File: src/sofc_defs.svh
// Register map, field positions, reset values and timing counts
`ifndef SOFC_DEFS_SVH
`define SOFC_DEFS_SVH

`define SOFC_A_PSKEW 16'h0D1B
`define SOFC_A_SSKEW 16'h0D2B
`define SOFC_A_TOFS 16'h0D30
`define SOFC_A_SLEW 16'h0D34
`define SOFC_A_LAT 16'h0D37
`define SOFC_A_MAG 16'h0D39
`define SOFC_A_STAT 16'h0D40
`define SOFC_A_RESTART 16'h0F08
`define SOFC_A_TAG 16'h0F09
`define SOFC_A_TIME0 16'h0F0A
`define SOFC_A_TIME1 16'h0F0E
`define SOFC_A_TIME2 16'h0F12
`define SOFC_A_IOUPD 16'h000F
`define SOFC_A_EVT 16'h301D

`define SOFC_B_READY 2
`define SOFC_B_SLEWING 6
`define SOFC_B_ERR 7
`define SOFC_B_EVT_ERR 1
`define SOFC_B_EVT_SLEW_ON 2
`define SOFC_B_EVT_SLEW_OFF 3
`define SOFC_B_RESTART 0
`define SOFC_B_IOUPD 0

`define SOFC_TAG_PRI 5'h10
`define SOFC_TAG_SEC 5'h11
`define SOFC_TAG_HI 8'h30

`define SOFC_RST_SKEW 24'h000000
`define SOFC_RST_TOFS 32'h00000000
`define SOFC_RST_SLEW 24'h000000
`define SOFC_RST_LAT 16'h0000
`define SOFC_RST_MAG 20'h00000

`define SOFC_MAG_SHIFT 8
`define SOFC_CLK_PERIOD_PS 64'd5000
`define SOFC_LAT_UNIT_PS 64'd15258789
`define SOFC_LAT_CYC 12'(`SOFC_LAT_UNIT_PS / `SOFC_CLK_PERIOD_PS)
`define SOFC_SLEW_GAIN \
  18'((64'd1 << 44) * `SOFC_CLK_PERIOD_PS / 64'd1000000000000)

`endif

File: src/sofc_pkg.sv
// Types shared by the offset conditioner modules
package sofc_pkg;

  typedef enum logic [2:0] {
    ST_WAIT = 3'b001,
    ST_PEND = 3'b010,
    ST_CHECK = 3'b100
  } sofc_state_t;

  typedef struct packed {
    sofc_state_t st;
    logic [23:0] pskew;
    logic [23:0] sskew;
    logic [31:0] tofs;
    logic [23:0] slew;
    logic [15:0] lat;
    logic [19:0] mag;
    logic [4:0] tag;
    logic [95:0] wtime;
    logic [95:0] cap;
    logic [63:0] smp;
    logic smp_vld;
    logic [11:0] pre;
    logic [15:0] latcnt;
    logic ready;
    logic err;
    logic skip_mag;
    logic init_first;
    logic restart;
    logic stall;
    logic slew_prev;
    logic [3:1] evt;
    logic [31:0] rdata;
  } sofc_top_st_t;

endpackage : sofc_pkg

File: src/sofc_path_if.sv
// Offset path between control, refinement and slew limiter
`timescale 1ns/10ps
interface sofc_path_if #(
  parameter int W = 64
);
  logic rst_hold;
  logic smp_vld;
  logic [W-1:0] smp;
  logic ref_vld;
  logic [W-1:0] ref_val;
  logic [23:0] slew_lim;
  logic slew_stall;
  logic slew_byp;
  logic slew_hold;
  logic [W-1:0] out_val;
  logic slewing;

  modport ctl (
    output rst_hold, smp_vld, smp, slew_lim, slew_stall, slew_byp,
    output slew_hold,
    input ref_vld, out_val, slewing
  );
  modport refine (
    input rst_hold, smp_vld, smp,
    output ref_vld, ref_val
  );
  modport slew (
    input ref_vld, ref_val, slew_lim, slew_stall, slew_byp, slew_hold,
    output out_val, slewing
  );
endinterface : sofc_path_if

File: src/sofc_refine.sv
// Progressive offset refinement filter
`timescale 1ns/10ps
`include "sofc_defs.svh"
module sofc_refine
  import sofc_pkg::*;
#(
  parameter int W = 64,
  parameter int MAX_SHIFT = 4
) (
  // Clock and control
  input wire logic sys_clk_in,
  input wire logic sys_rst_in,
  input wire logic ce_in,
  // Offset path
  sofc_path_if.refine pif
);
  typedef struct packed {
    logic [3:0] shift;
    logic vld;
    logic [W-1:0] acc;
  } sofc_ref_st_t;

  sofc_ref_st_t r;
  sofc_ref_st_t next_r;

  generate
    if (MAX_SHIFT < 1 || MAX_SHIFT > 15 || W < 48)
    begin : g_bad
      $error("sofc_refine: unsupported parameters");
    end
  endgenerate

  always_comb
  begin
    next_r = r;
    next_r.vld = 1'b0;
    if (pif.rst_hold)
    begin
      next_r.shift = 4'h0;
    end
    if (pif.smp_vld)
    begin
      if (next_r.shift == 4'h0)
      begin
        next_r.acc = pif.smp;
      end
      else
      begin
        next_r.acc = r.acc + W'($signed(pif.smp - r.acc) >>> next_r.shift);
      end
      next_r.vld = 1'b1;
      if (next_r.shift < 4'(MAX_SHIFT))
      begin
        next_r.shift = next_r.shift + 4'h1;
      end
    end
  end

  always_ff @(posedge sys_clk_in)
  begin
    if (sys_rst_in)
    begin
      r <= '0;
    end
    else if (ce_in)
    begin
      r <= next_r;
    end
  end

  assign pif.ref_vld = r.vld;
  assign pif.ref_val = r.acc;
endmodule : sofc_refine

File: src/sofc_slew.sv
// Slew limiter ahead of the common time scale
`timescale 1ns/10ps
`include "sofc_defs.svh"
module sofc_slew
  import sofc_pkg::*;
#(
  parameter int W = 64
) (
  // Clock and control
  input wire logic sys_clk_in,
  input wire logic sys_rst_in,
  input wire logic ce_in,
  // Offset path
  sofc_path_if.slew pif
);
  typedef struct packed {
    logic [W-1:0] cur;
    logic [W-1:0] tgt;
    logic [31:0] frac;
    logic slewing;
  } sofc_slew_st_t;

  sofc_slew_st_t r;
  sofc_slew_st_t next_r;
  logic [63:0] inc;
  logic [W-1:0] diff;
  logic [W-1:0] mag;
  logic [W-1:0] step;

  generate
    if (W < 48 || W > 96)
    begin : g_bad
      $error("sofc_slew: unsupported width");
    end
  endgenerate

  always_comb
  begin
    next_r = r;
    inc = {32'h0, r.frac} + 64'(pif.slew_lim) * 64'(`SOFC_SLEW_GAIN);
    diff = r.tgt - r.cur;
    mag = diff[W-1] ? -diff : diff;
    step = W'(inc[63:32]);
    if (pif.slew_hold)
    begin
      next_r.tgt = r.cur;
      next_r.frac = 32'h0;
    end
    else
    begin
      if (pif.ref_vld)
      begin
        next_r.tgt = pif.ref_val;
      end
      if (pif.ref_vld && pif.slew_byp)
      begin
        next_r.cur = pif.ref_val;
      end
      else if (pif.slew_lim == 24'h0)
      begin
        next_r.cur = next_r.tgt;
      end
      else if (!pif.slew_stall && r.cur != r.tgt)
      begin
        next_r.frac = inc[31:0];
        if (mag <= step)
        begin
          next_r.cur = r.tgt;
        end
        else if (diff[W-1])
        begin
          next_r.cur = r.cur - step;
        end
        else
        begin
          next_r.cur = r.cur + step;
        end
      end
    end
    if (next_r.cur == next_r.tgt)
    begin
      next_r.frac = 32'h0;
    end
    next_r.slewing = next_r.cur != next_r.tgt;
  end

  always_ff @(posedge sys_clk_in)
  begin
    if (sys_rst_in)
    begin
      r <= '0;
    end
    else if (ce_in)
    begin
      r <= next_r;
    end
  end

  assign pif.out_val = r.cur;
  assign pif.slewing = r.slewing;
endmodule : sofc_slew

File: src/sofc_top.sv
// Synchronization offset conditioner top level
// Behaviour
// - Separate signed 24-bit primary and secondary skews
// - Add skew of the active path
// - Add shared signed 32-bit time offset
// - First offset after restart passes unfiltered
// - Later offsets filtered progressively harder, bounded
// - Magnitude check only with nonzero threshold
// - Oversize offset raises guard, kept out
// - Check skips first event after restart/init
// - Threshold unsigned 20-bit, 2^-40 s steps
// - Missing time within latency limit: discard, guard after initial sync
// - Latency limit 16-bit, 2^-16 s, zero disables
// - Slew limiter follows refinement, feeds output
// - Phase steps become constant-slope ramps
// - Slew limit 24-bit, nonzero enables limiter
// - Zero slew limit bypasses limiter anytime
// - First offset after initial sync bypasses limiter
// - Limiter pauses briefly on new limit
// - Status bit 6 shows ramping
// - Event bits 2/3 mark ramp start/end
// - Restart does not bypass the limiter
// - Guard event sets error, status bit 7
// - Before initial sync, stages held reset
// - Switchover flushes capture, keeps filter and limiter
//
// The address-and-strobe port is this design's own decision.
`timescale 1ns/10ps
`include "sofc_defs.svh"
module sofc_top
  import sofc_pkg::*;
#(
  parameter int FILT_MAX_SHIFT = 4
) (
  // Clock, reset, enable
  input wire logic sys_clk_in,
  input wire logic sys_rst_in,
  input wire logic ce_in,
  // Register port
  input wire logic [15:0] reg_addr_in,
  input wire logic [31:0] reg_wdata_in,
  input wire logic reg_wr_in,
  input wire logic reg_rd_in,
  output logic [31:0] reg_rdata_out,
  // Synchronization source
  input wire logic sync_event_in,
  input wire logic [95:0] event_time_in,
  input wire logic secondary_active_in,
  input wire logic switchover_in,
  input wire logic sys_pll_stable_in,
  // Common time scale and status
  output logic [63:0] offset_out,
  output logic ready_out,
  output logic sync_err_out,
  output logic slewing_out
);
  sofc_top_st_t r;
  sofc_top_st_t next_r;
  logic wr_io;
  logic tag_ok;
  logic [23:0] skew;
  logic [63:0] new_ofs;
  logic [63:0] abs_ofs;
  logic [63:0] thr;
  logic too_big;
  logic guard;
  logic clr_err;
  logic lat_out;
  logic [3:1] evt_set;

  sofc_path_if #(.W(64)) pif ();

  generate
    if (FILT_MAX_SHIFT < 1 || FILT_MAX_SHIFT > 15)
    begin : g_bad
      $error("sofc_top: unsupported filter depth");
    end
  endgenerate

  always_comb
  begin
    next_r = r;
    next_r.rdata = 32'h0;
    next_r.smp_vld = 1'b0;
    next_r.restart = 1'b0;
    next_r.stall = 1'b0;
    guard = 1'b0;
    clr_err = 1'b0;
    lat_out = 1'b0;
    wr_io = reg_wr_in && reg_addr_in == `SOFC_A_IOUPD
      && reg_wdata_in[`SOFC_B_IOUPD];
    tag_ok = r.tag == (secondary_active_in ? `SOFC_TAG_SEC : `SOFC_TAG_PRI);
    skew = secondary_active_in ? r.sskew : r.pskew;
    new_ofs = r.wtime[63:0] + {{40{skew[23]}}, skew}
      + {{32{r.tofs[31]}}, r.tofs} - r.cap[63:0];
    abs_ofs = r.smp[63] ? -r.smp : r.smp;
    thr = {36'h0, r.mag, 8'h00};
    too_big = r.mag != `SOFC_RST_MAG && !r.skip_mag && abs_ofs > thr;

    // Register writes
    if (reg_wr_in)
    begin
      case (reg_addr_in)
        `SOFC_A_PSKEW: next_r.pskew = reg_wdata_in[23:0];
        `SOFC_A_SSKEW: next_r.sskew = reg_wdata_in[23:0];
        `SOFC_A_TOFS: next_r.tofs = reg_wdata_in;
        `SOFC_A_SLEW:
        begin
          next_r.slew = reg_wdata_in[23:0];
          next_r.stall = 1'b1;
        end
        `SOFC_A_LAT: next_r.lat = reg_wdata_in[15:0];
        `SOFC_A_MAG: next_r.mag = reg_wdata_in[19:0];
        `SOFC_A_RESTART: next_r.restart = reg_wdata_in[`SOFC_B_RESTART];
        `SOFC_A_TAG:
        begin
          next_r.tag = {reg_wdata_in[7:5], 5'h00}
            == (`SOFC_TAG_HI & 8'hE0) ? reg_wdata_in[4:0] : 5'h00;
        end
        `SOFC_A_TIME0: next_r.wtime[31:0] = reg_wdata_in;
        `SOFC_A_TIME1: next_r.wtime[63:32] = reg_wdata_in;
        `SOFC_A_TIME2: next_r.wtime[95:64] = reg_wdata_in;
        default:
        begin
        end
      endcase
    end

    // Register reads
    if (reg_rd_in)
    begin
      case (reg_addr_in)
        `SOFC_A_PSKEW: next_r.rdata = {8'h00, r.pskew};
        `SOFC_A_SSKEW: next_r.rdata = {8'h00, r.sskew};
        `SOFC_A_TOFS: next_r.rdata = r.tofs;
        `SOFC_A_SLEW: next_r.rdata = {8'h00, r.slew};
        `SOFC_A_LAT: next_r.rdata = {16'h0000, r.lat};
        `SOFC_A_MAG: next_r.rdata = {12'h000, r.mag};
        `SOFC_A_TAG: next_r.rdata = {27'h0, r.tag};
        `SOFC_A_TIME0: next_r.rdata = r.wtime[31:0];
        `SOFC_A_TIME1: next_r.rdata = r.wtime[63:32];
        `SOFC_A_TIME2: next_r.rdata = r.wtime[95:64];
        `SOFC_A_STAT:
        begin
          next_r.rdata[`SOFC_B_READY] = r.ready;
          next_r.rdata[`SOFC_B_SLEWING] = pif.slewing;
          next_r.rdata[`SOFC_B_ERR] = r.err;
        end
        `SOFC_A_EVT: next_r.rdata = {28'h0, r.evt, 1'b0};
        default: next_r.rdata = 32'h0;
      endcase
    end

    // Latency prescaler
    if (r.st == ST_PEND && r.lat != `SOFC_RST_LAT)
    begin
      if (r.pre == `SOFC_LAT_CYC - 12'd1)
      begin
        next_r.pre = 12'h000;
        next_r.latcnt = r.latcnt + 16'h0001;
        lat_out = next_r.latcnt >= r.lat;
      end
      else
      begin
        next_r.pre = r.pre + 12'h001;
      end
    end

    // Event sequencing
    unique case (r.st)
      ST_WAIT:
      begin
        if (wr_io && tag_ok && r.ready)
        begin
          guard = 1'b1;
        end
      end
      ST_PEND:
      begin
        if (wr_io && tag_ok)
        begin
          next_r.smp = new_ofs;
          next_r.st = ST_CHECK;
        end
        else if (lat_out)
        begin
          next_r.st = ST_WAIT;
          guard = r.ready;
        end
      end
      ST_CHECK:
      begin
        next_r.st = ST_WAIT;
        if (wr_io && tag_ok && r.ready)
        begin
          guard = 1'b1;
        end
        if (r.ready && too_big)
        begin
          guard = 1'b1;
        end
        else if (!r.ready && !sys_pll_stable_in)
        begin
          next_r.st = ST_WAIT;
        end
        else
        begin
          next_r.smp_vld = 1'b1;
          clr_err = 1'b1;
          next_r.skip_mag = !r.ready;
          if (!r.ready)
          begin
            next_r.ready = 1'b1;
            next_r.init_first = 1'b1;
          end
        end
      end
      default:
      begin
        next_r.st = ST_WAIT;
      end
    endcase

    if (switchover_in)
    begin
      next_r.st = ST_WAIT;
    end
    if (sync_event_in)
    begin
      next_r.cap = event_time_in;
      next_r.st = ST_PEND;
      next_r.pre = 12'h000;
      next_r.latcnt = 16'h0000;
    end

    if (r.restart)
    begin
      next_r.skip_mag = 1'b1;
    end
    if (pif.ref_vld)
    begin
      next_r.init_first = 1'b0;
    end

    next_r.err = (r.err && !clr_err) || guard;
    next_r.slew_prev = pif.slewing;
    evt_set[`SOFC_B_EVT_ERR] = guard;
    evt_set[`SOFC_B_EVT_SLEW_ON] = pif.slewing && !r.slew_prev;
    evt_set[`SOFC_B_EVT_SLEW_OFF] = !pif.slewing && r.slew_prev;
    if (reg_wr_in && reg_addr_in == `SOFC_A_EVT)
    begin
      next_r.evt = (r.evt & ~reg_wdata_in[3:1]) | evt_set;
    end
    else
    begin
      next_r.evt = r.evt | evt_set;
    end
  end

  always_ff @(posedge sys_clk_in)
  begin
    if (sys_rst_in)
    begin
      r <= '0;
      r.st <= ST_WAIT;
      r.pskew <= `SOFC_RST_SKEW;
      r.sskew <= `SOFC_RST_SKEW;
      r.tofs <= `SOFC_RST_TOFS;
      r.slew <= `SOFC_RST_SLEW;
      r.lat <= `SOFC_RST_LAT;
      r.mag <= `SOFC_RST_MAG;
    end
    else if (ce_in)
    begin
      r <= next_r;
    end
  end

  assign pif.rst_hold = !r.ready || r.restart;
  assign pif.slew_hold = !r.ready;
  assign pif.smp_vld = r.smp_vld;
  assign pif.smp = r.smp;
  assign pif.slew_lim = r.slew;
  assign pif.slew_stall = r.stall;
  assign pif.slew_byp = r.init_first;

  sofc_refine #(
    .W(64),
    .MAX_SHIFT(FILT_MAX_SHIFT)
  ) u_refine (
    .sys_clk_in(sys_clk_in),
    .sys_rst_in(sys_rst_in),
    .ce_in(ce_in),
    .pif(pif.refine)
  );

  sofc_slew #(
    .W(64)
  ) u_slew (
    .sys_clk_in(sys_clk_in),
    .sys_rst_in(sys_rst_in),
    .ce_in(ce_in),
    .pif(pif.slew)
  );

  assign reg_rdata_out = r.rdata;
  assign offset_out = pif.out_val;
  assign ready_out = r.ready;
  assign sync_err_out = r.err;
  assign slewing_out = pif.slewing;
endmodule : sofc_top

File: config.mk
export PLATFORM = sky130hd
export DESIGN_NAME = sofc_top
export DESIGN_NICKNAME = d
export VERILOG_FILES = /design/src/sofc_pkg.sv /design/src/sofc_path_if.sv /design/src/sofc_refine.sv /design/src/sofc_slew.sv /design/src/sofc_top.sv
export VERILOG_INCLUDE_DIRS = /design/src
export SDC_FILE = /design/constraint.sdc
export NUM_CORES = 2
export LEC_CHECK = 0
export BUFFER_PORTS_ARGS = -buffer_cell sky130_fd_sc_hd__buf_2
export CAP_MARGIN = 20
export CORE_MARGIN = 5
export CORE_UTILIZATION = 30
export CTS_CLUSTER_SIZE = 25
export DETAILED_ROUTE_END_ITERATION = 6
export PLACE_DENSITY = 0.51
export SYNTH_ARGS = -nofsm -noshare
export SYNTH_HDL_FRONTEND = slang
export SYNTH_SLANG_ARGS = --single-unit
File: constraint.sdc
create_clock -name sys_clk_in -period 18.8 [get_ports sys_clk_in]
set_input_delay 1.88 -clock sys_clk_in [delete_from_list [all_inputs] [get_ports sys_clk_in]]
set_output_delay 1.88 -clock sys_clk_in [all_outputs]
set_load 0.005 [all_outputs]
==> results.json <==
{
  "clkTransAtPathRegs_ps": 70,
  "pwr-share-seq_pct": 36.6,
  "yosysTopAreaCell": "dfxtp_1",
  "drive_above_1_share_pct": 7.75,
  "wl_mm": 305,
  "placed_area_um2": 72900,
  "fin_crit_sh_pct": 91.7,
  "grt_pass1_wl_mm": 446,
  "antenna_left": 0,
  "antenna_found_initial": 16,
  "outcome": "complete, but fails checks",
  "clock_skew_ps": 39.5,
  "syn_to_final_growth_pct": 9.35,
  "io_pins": 252,
  "switchingPower_mw": 1.28,
  "cts_resized": 0,
  "p_clk_share_pct": 44.2,
  "slew_viol_final": 0,
  "overflow": 0,
  "dp_hpwl_mm": 235,
  "tightest_slew_ps": 1180,
  "cp.arrival_ps": 17820,
  "p_int_mw": 2.68,
  "crit_end": "u_slew.r[6]",
  "max_cap_viol_count": 0,
  "cts_buffers": 85,
  "synthCells": 9268,
  "yosysSeqAreaShare_pct": 19.3,
  "setup_viol_count_final": 0,
  "start_util_pct": 30.2,
  "die_x_um": 491,
  "yosys_warnings": 0,
  "hold_viol_final": 0,
  "r2r-end": "u_slew.r[6]",
  "crit_slowest_cell": "nor2_1",
  "clock_sinks": 670,
  "gp_congestion": 0.968,
  "drtIter0Drc": 6986,
  "design_area_um2": 75900,
  "layout_min_cycle_time_ps": 17240,
  "viasPerCell": 5.76,
  "grt_pass1_vias": 67163,
  "final_net_count": 10111,
  "swShare_pct": 32.3,
  "peakVddDrop_mv": 0.0776,
  "slowest_delay_ps": 910,
  "synth.most_common_cell": "nand2_1",
  "postCtsSetupBuffers": 0,
  "io_buffers": 219,
  "combPwrFrac_pct": 19.3,
  "dieHeight_um": 491,
  "endpoint_kind": "flop",
  "clockRootBuffer": "clkbuf_16",
  "cts_tree": "done",
  "postSynthAreaPerCell_um2": 7.49,
  "fmax_mhz": 58.0,
  "yosys-top-cells-area": "dfxtp_1 19%, ha_1 10%, fa_1 7.8%",
  "finalSetupTns_ps": 0,
  "synth-edff-count": 0,
  "rsz0062_at_grt": "no",
  "hp-class": "flop to flop",
  "r2r_cells": 61,
  "ff2ff_setup_slack_ps": 1560,
  "power-per-cell-area_nw_per_um2": 52.2,
  "violations": "design-rule violations",
  "clockBufferDepth": 3,
  "holdBufCountCts": 0,
  "synthFlopType": "dfxtp_1",
  "firstDrtPassIters": 7,
  "crit_top_cell": "inv_1",
  "grtUsageTotal_pct": 24.0,
  "crit_fanout": 19,
  "reg2reg_from": "pif.slew_lim[7]",
  "crit_required_ps": 19380,
  "critPathKind": "flop to flop",
  "h-tree-depth": 3,
  "fp.dieArea_um2": 241000,
  "synth_area_um2": 69400,
  "async_flop_share_pct": 0,
  "grt_max_degree": 91,
  "synth_cell_types": 106,
  "synth.top_cell.area_share_pct": 19.3,
  "ys_ff_latch": 670,
  "synth_fp_nets": 10266,
  "worstSetupStartpoint": "pif.slew_lim[7]",
  "core-area_um2": 230000,
  "cp-start-kind": "flop",
  "leakage_nw": 32.0,
  "total_power_mw": 3.96,
  "relSlewSlack_pct": 21.2,
  "drc_errors": 8,
  "synthTopCellsByCount": "1305 x nand2_1, 987 x a21oi_1, 681 x inv_1",
  "num_rows": 176,
  "wire_per_inst_um": 24.9,
  "vias": 70413,
  "clk_latency_ps": 720
}
cells by family after synthesis:
| logic type | after synthesis | share of synthesized area (%) |
|---|---|---|
| buffers and inverters | 1289 | 7.63 |
| xor gates and xnor gates | 410 | 5.17 |
| muxes | 236 | 3.50 |
| DFF | 670 | 19.3 |
| and+or+nand+nor | 3036 | 20.2 |
| adders and majority gates | 845 | 18.2 |
| AOI/OAI and AO/OA | 2782 | 26.0 |
layout make-up:
cell class / count / area, µm²
clock buffer: 114 / 2440
multi-input combinational: 7309 / 50900
timing repair buffer: 366 / 2260
clock inverter: 44 / 483
inverter: 681 / 2560
sequential: 670 / 13400
antenna: 8 / 20.0
fill: 24584 / 154000
tap: 3026 / 3790
critical path, delay by kind of cell (launching register included):
kind                       cells  cell delay [ps]
adders and majority gates     10             4240
AOI/OAI and AO/OA             26             7190
and+or+nand+nor               14             3230
buffers and inverters          8              940
xor gates and xnor gates       3              610
DFF                            1              860
per-stage QoR:
stage | utilization (%) | hold WS, ps | worst slack [ps] | instances
after global placement | 31.7 | 438 | 1710 | 12047
after floorplan | - | 432 | 5690 | 9268
after global routing | 33.0 | 466 | 701 | 12212
after CTS | 33.0 | 452 | 1600 | 12207
final | 33.0 | 455 | 1560 | 12218
after detailed placement | 31.7 | 444 | 1620 | 12049
power by group through the flow:
stage	logic (mW)	clock network (mW)	registers, mW
2_1_floorplan	0.490	0	1.47
3_5_place_dp	0.741	0	1.48
3_3_place_gp	0.741	0	1.48
4_1_cts	0.746	1.78	1.45
6_report	0.762	1.75	1.45
5_1_grt	0.811	1.84	1.45
layer usage:
layer	global-route usage (%)	wire, µm
met4	11.0	15500
met5	0	58
met2	37.5	132000
met3	3.40	23000
met1	32.8	134000
placed cells by master, fill, tap and decap left out, types with 217 or more instances in the layout:
cell type | synthesis | routed
fa_1 | 272 | 272
nand2_1 | 1305 | 1295
xnor2_1 | 259 | 259
inv_1 | 681 | 679
nor2_1 | 664 | 657
o21ai_0 | 400 | 400
dfxtp_1 | 670 | 667
a21o_1 | 227 | 227
buf_2 | 21 | 217
ha_1 | 573 | 573
a21oi_1 | 987 | 987
sequential cells by signal, indices dropped and copies added (netlist names), 4 cells and up:
register and cells:
u_slew.pif.out_val 64, pif.smp 64, u_refine.pif.ref_val 64, pif.slew_lim 24, r 318, u_slew.r 93, u_refine.r 4, reg_rdata_out 32
worst min path at each step:
stage | start | to | slack (ps) | depth (start not counted)
6_report | r[317] | r[317] | 450 | 2
5_1_grt | r[317] | r[317] | 470 | 2
4_1_cts | r[319] | r[319] | 450 | 2
3_5_place_dp | r[317] | r[317] | 440 | 2
3_3_place_gp | r[310] | r[310] | 440 | 2
2_1_floorplan | r[305] | r[305] | 430 | 2
(Power assumes the default switching activity.)
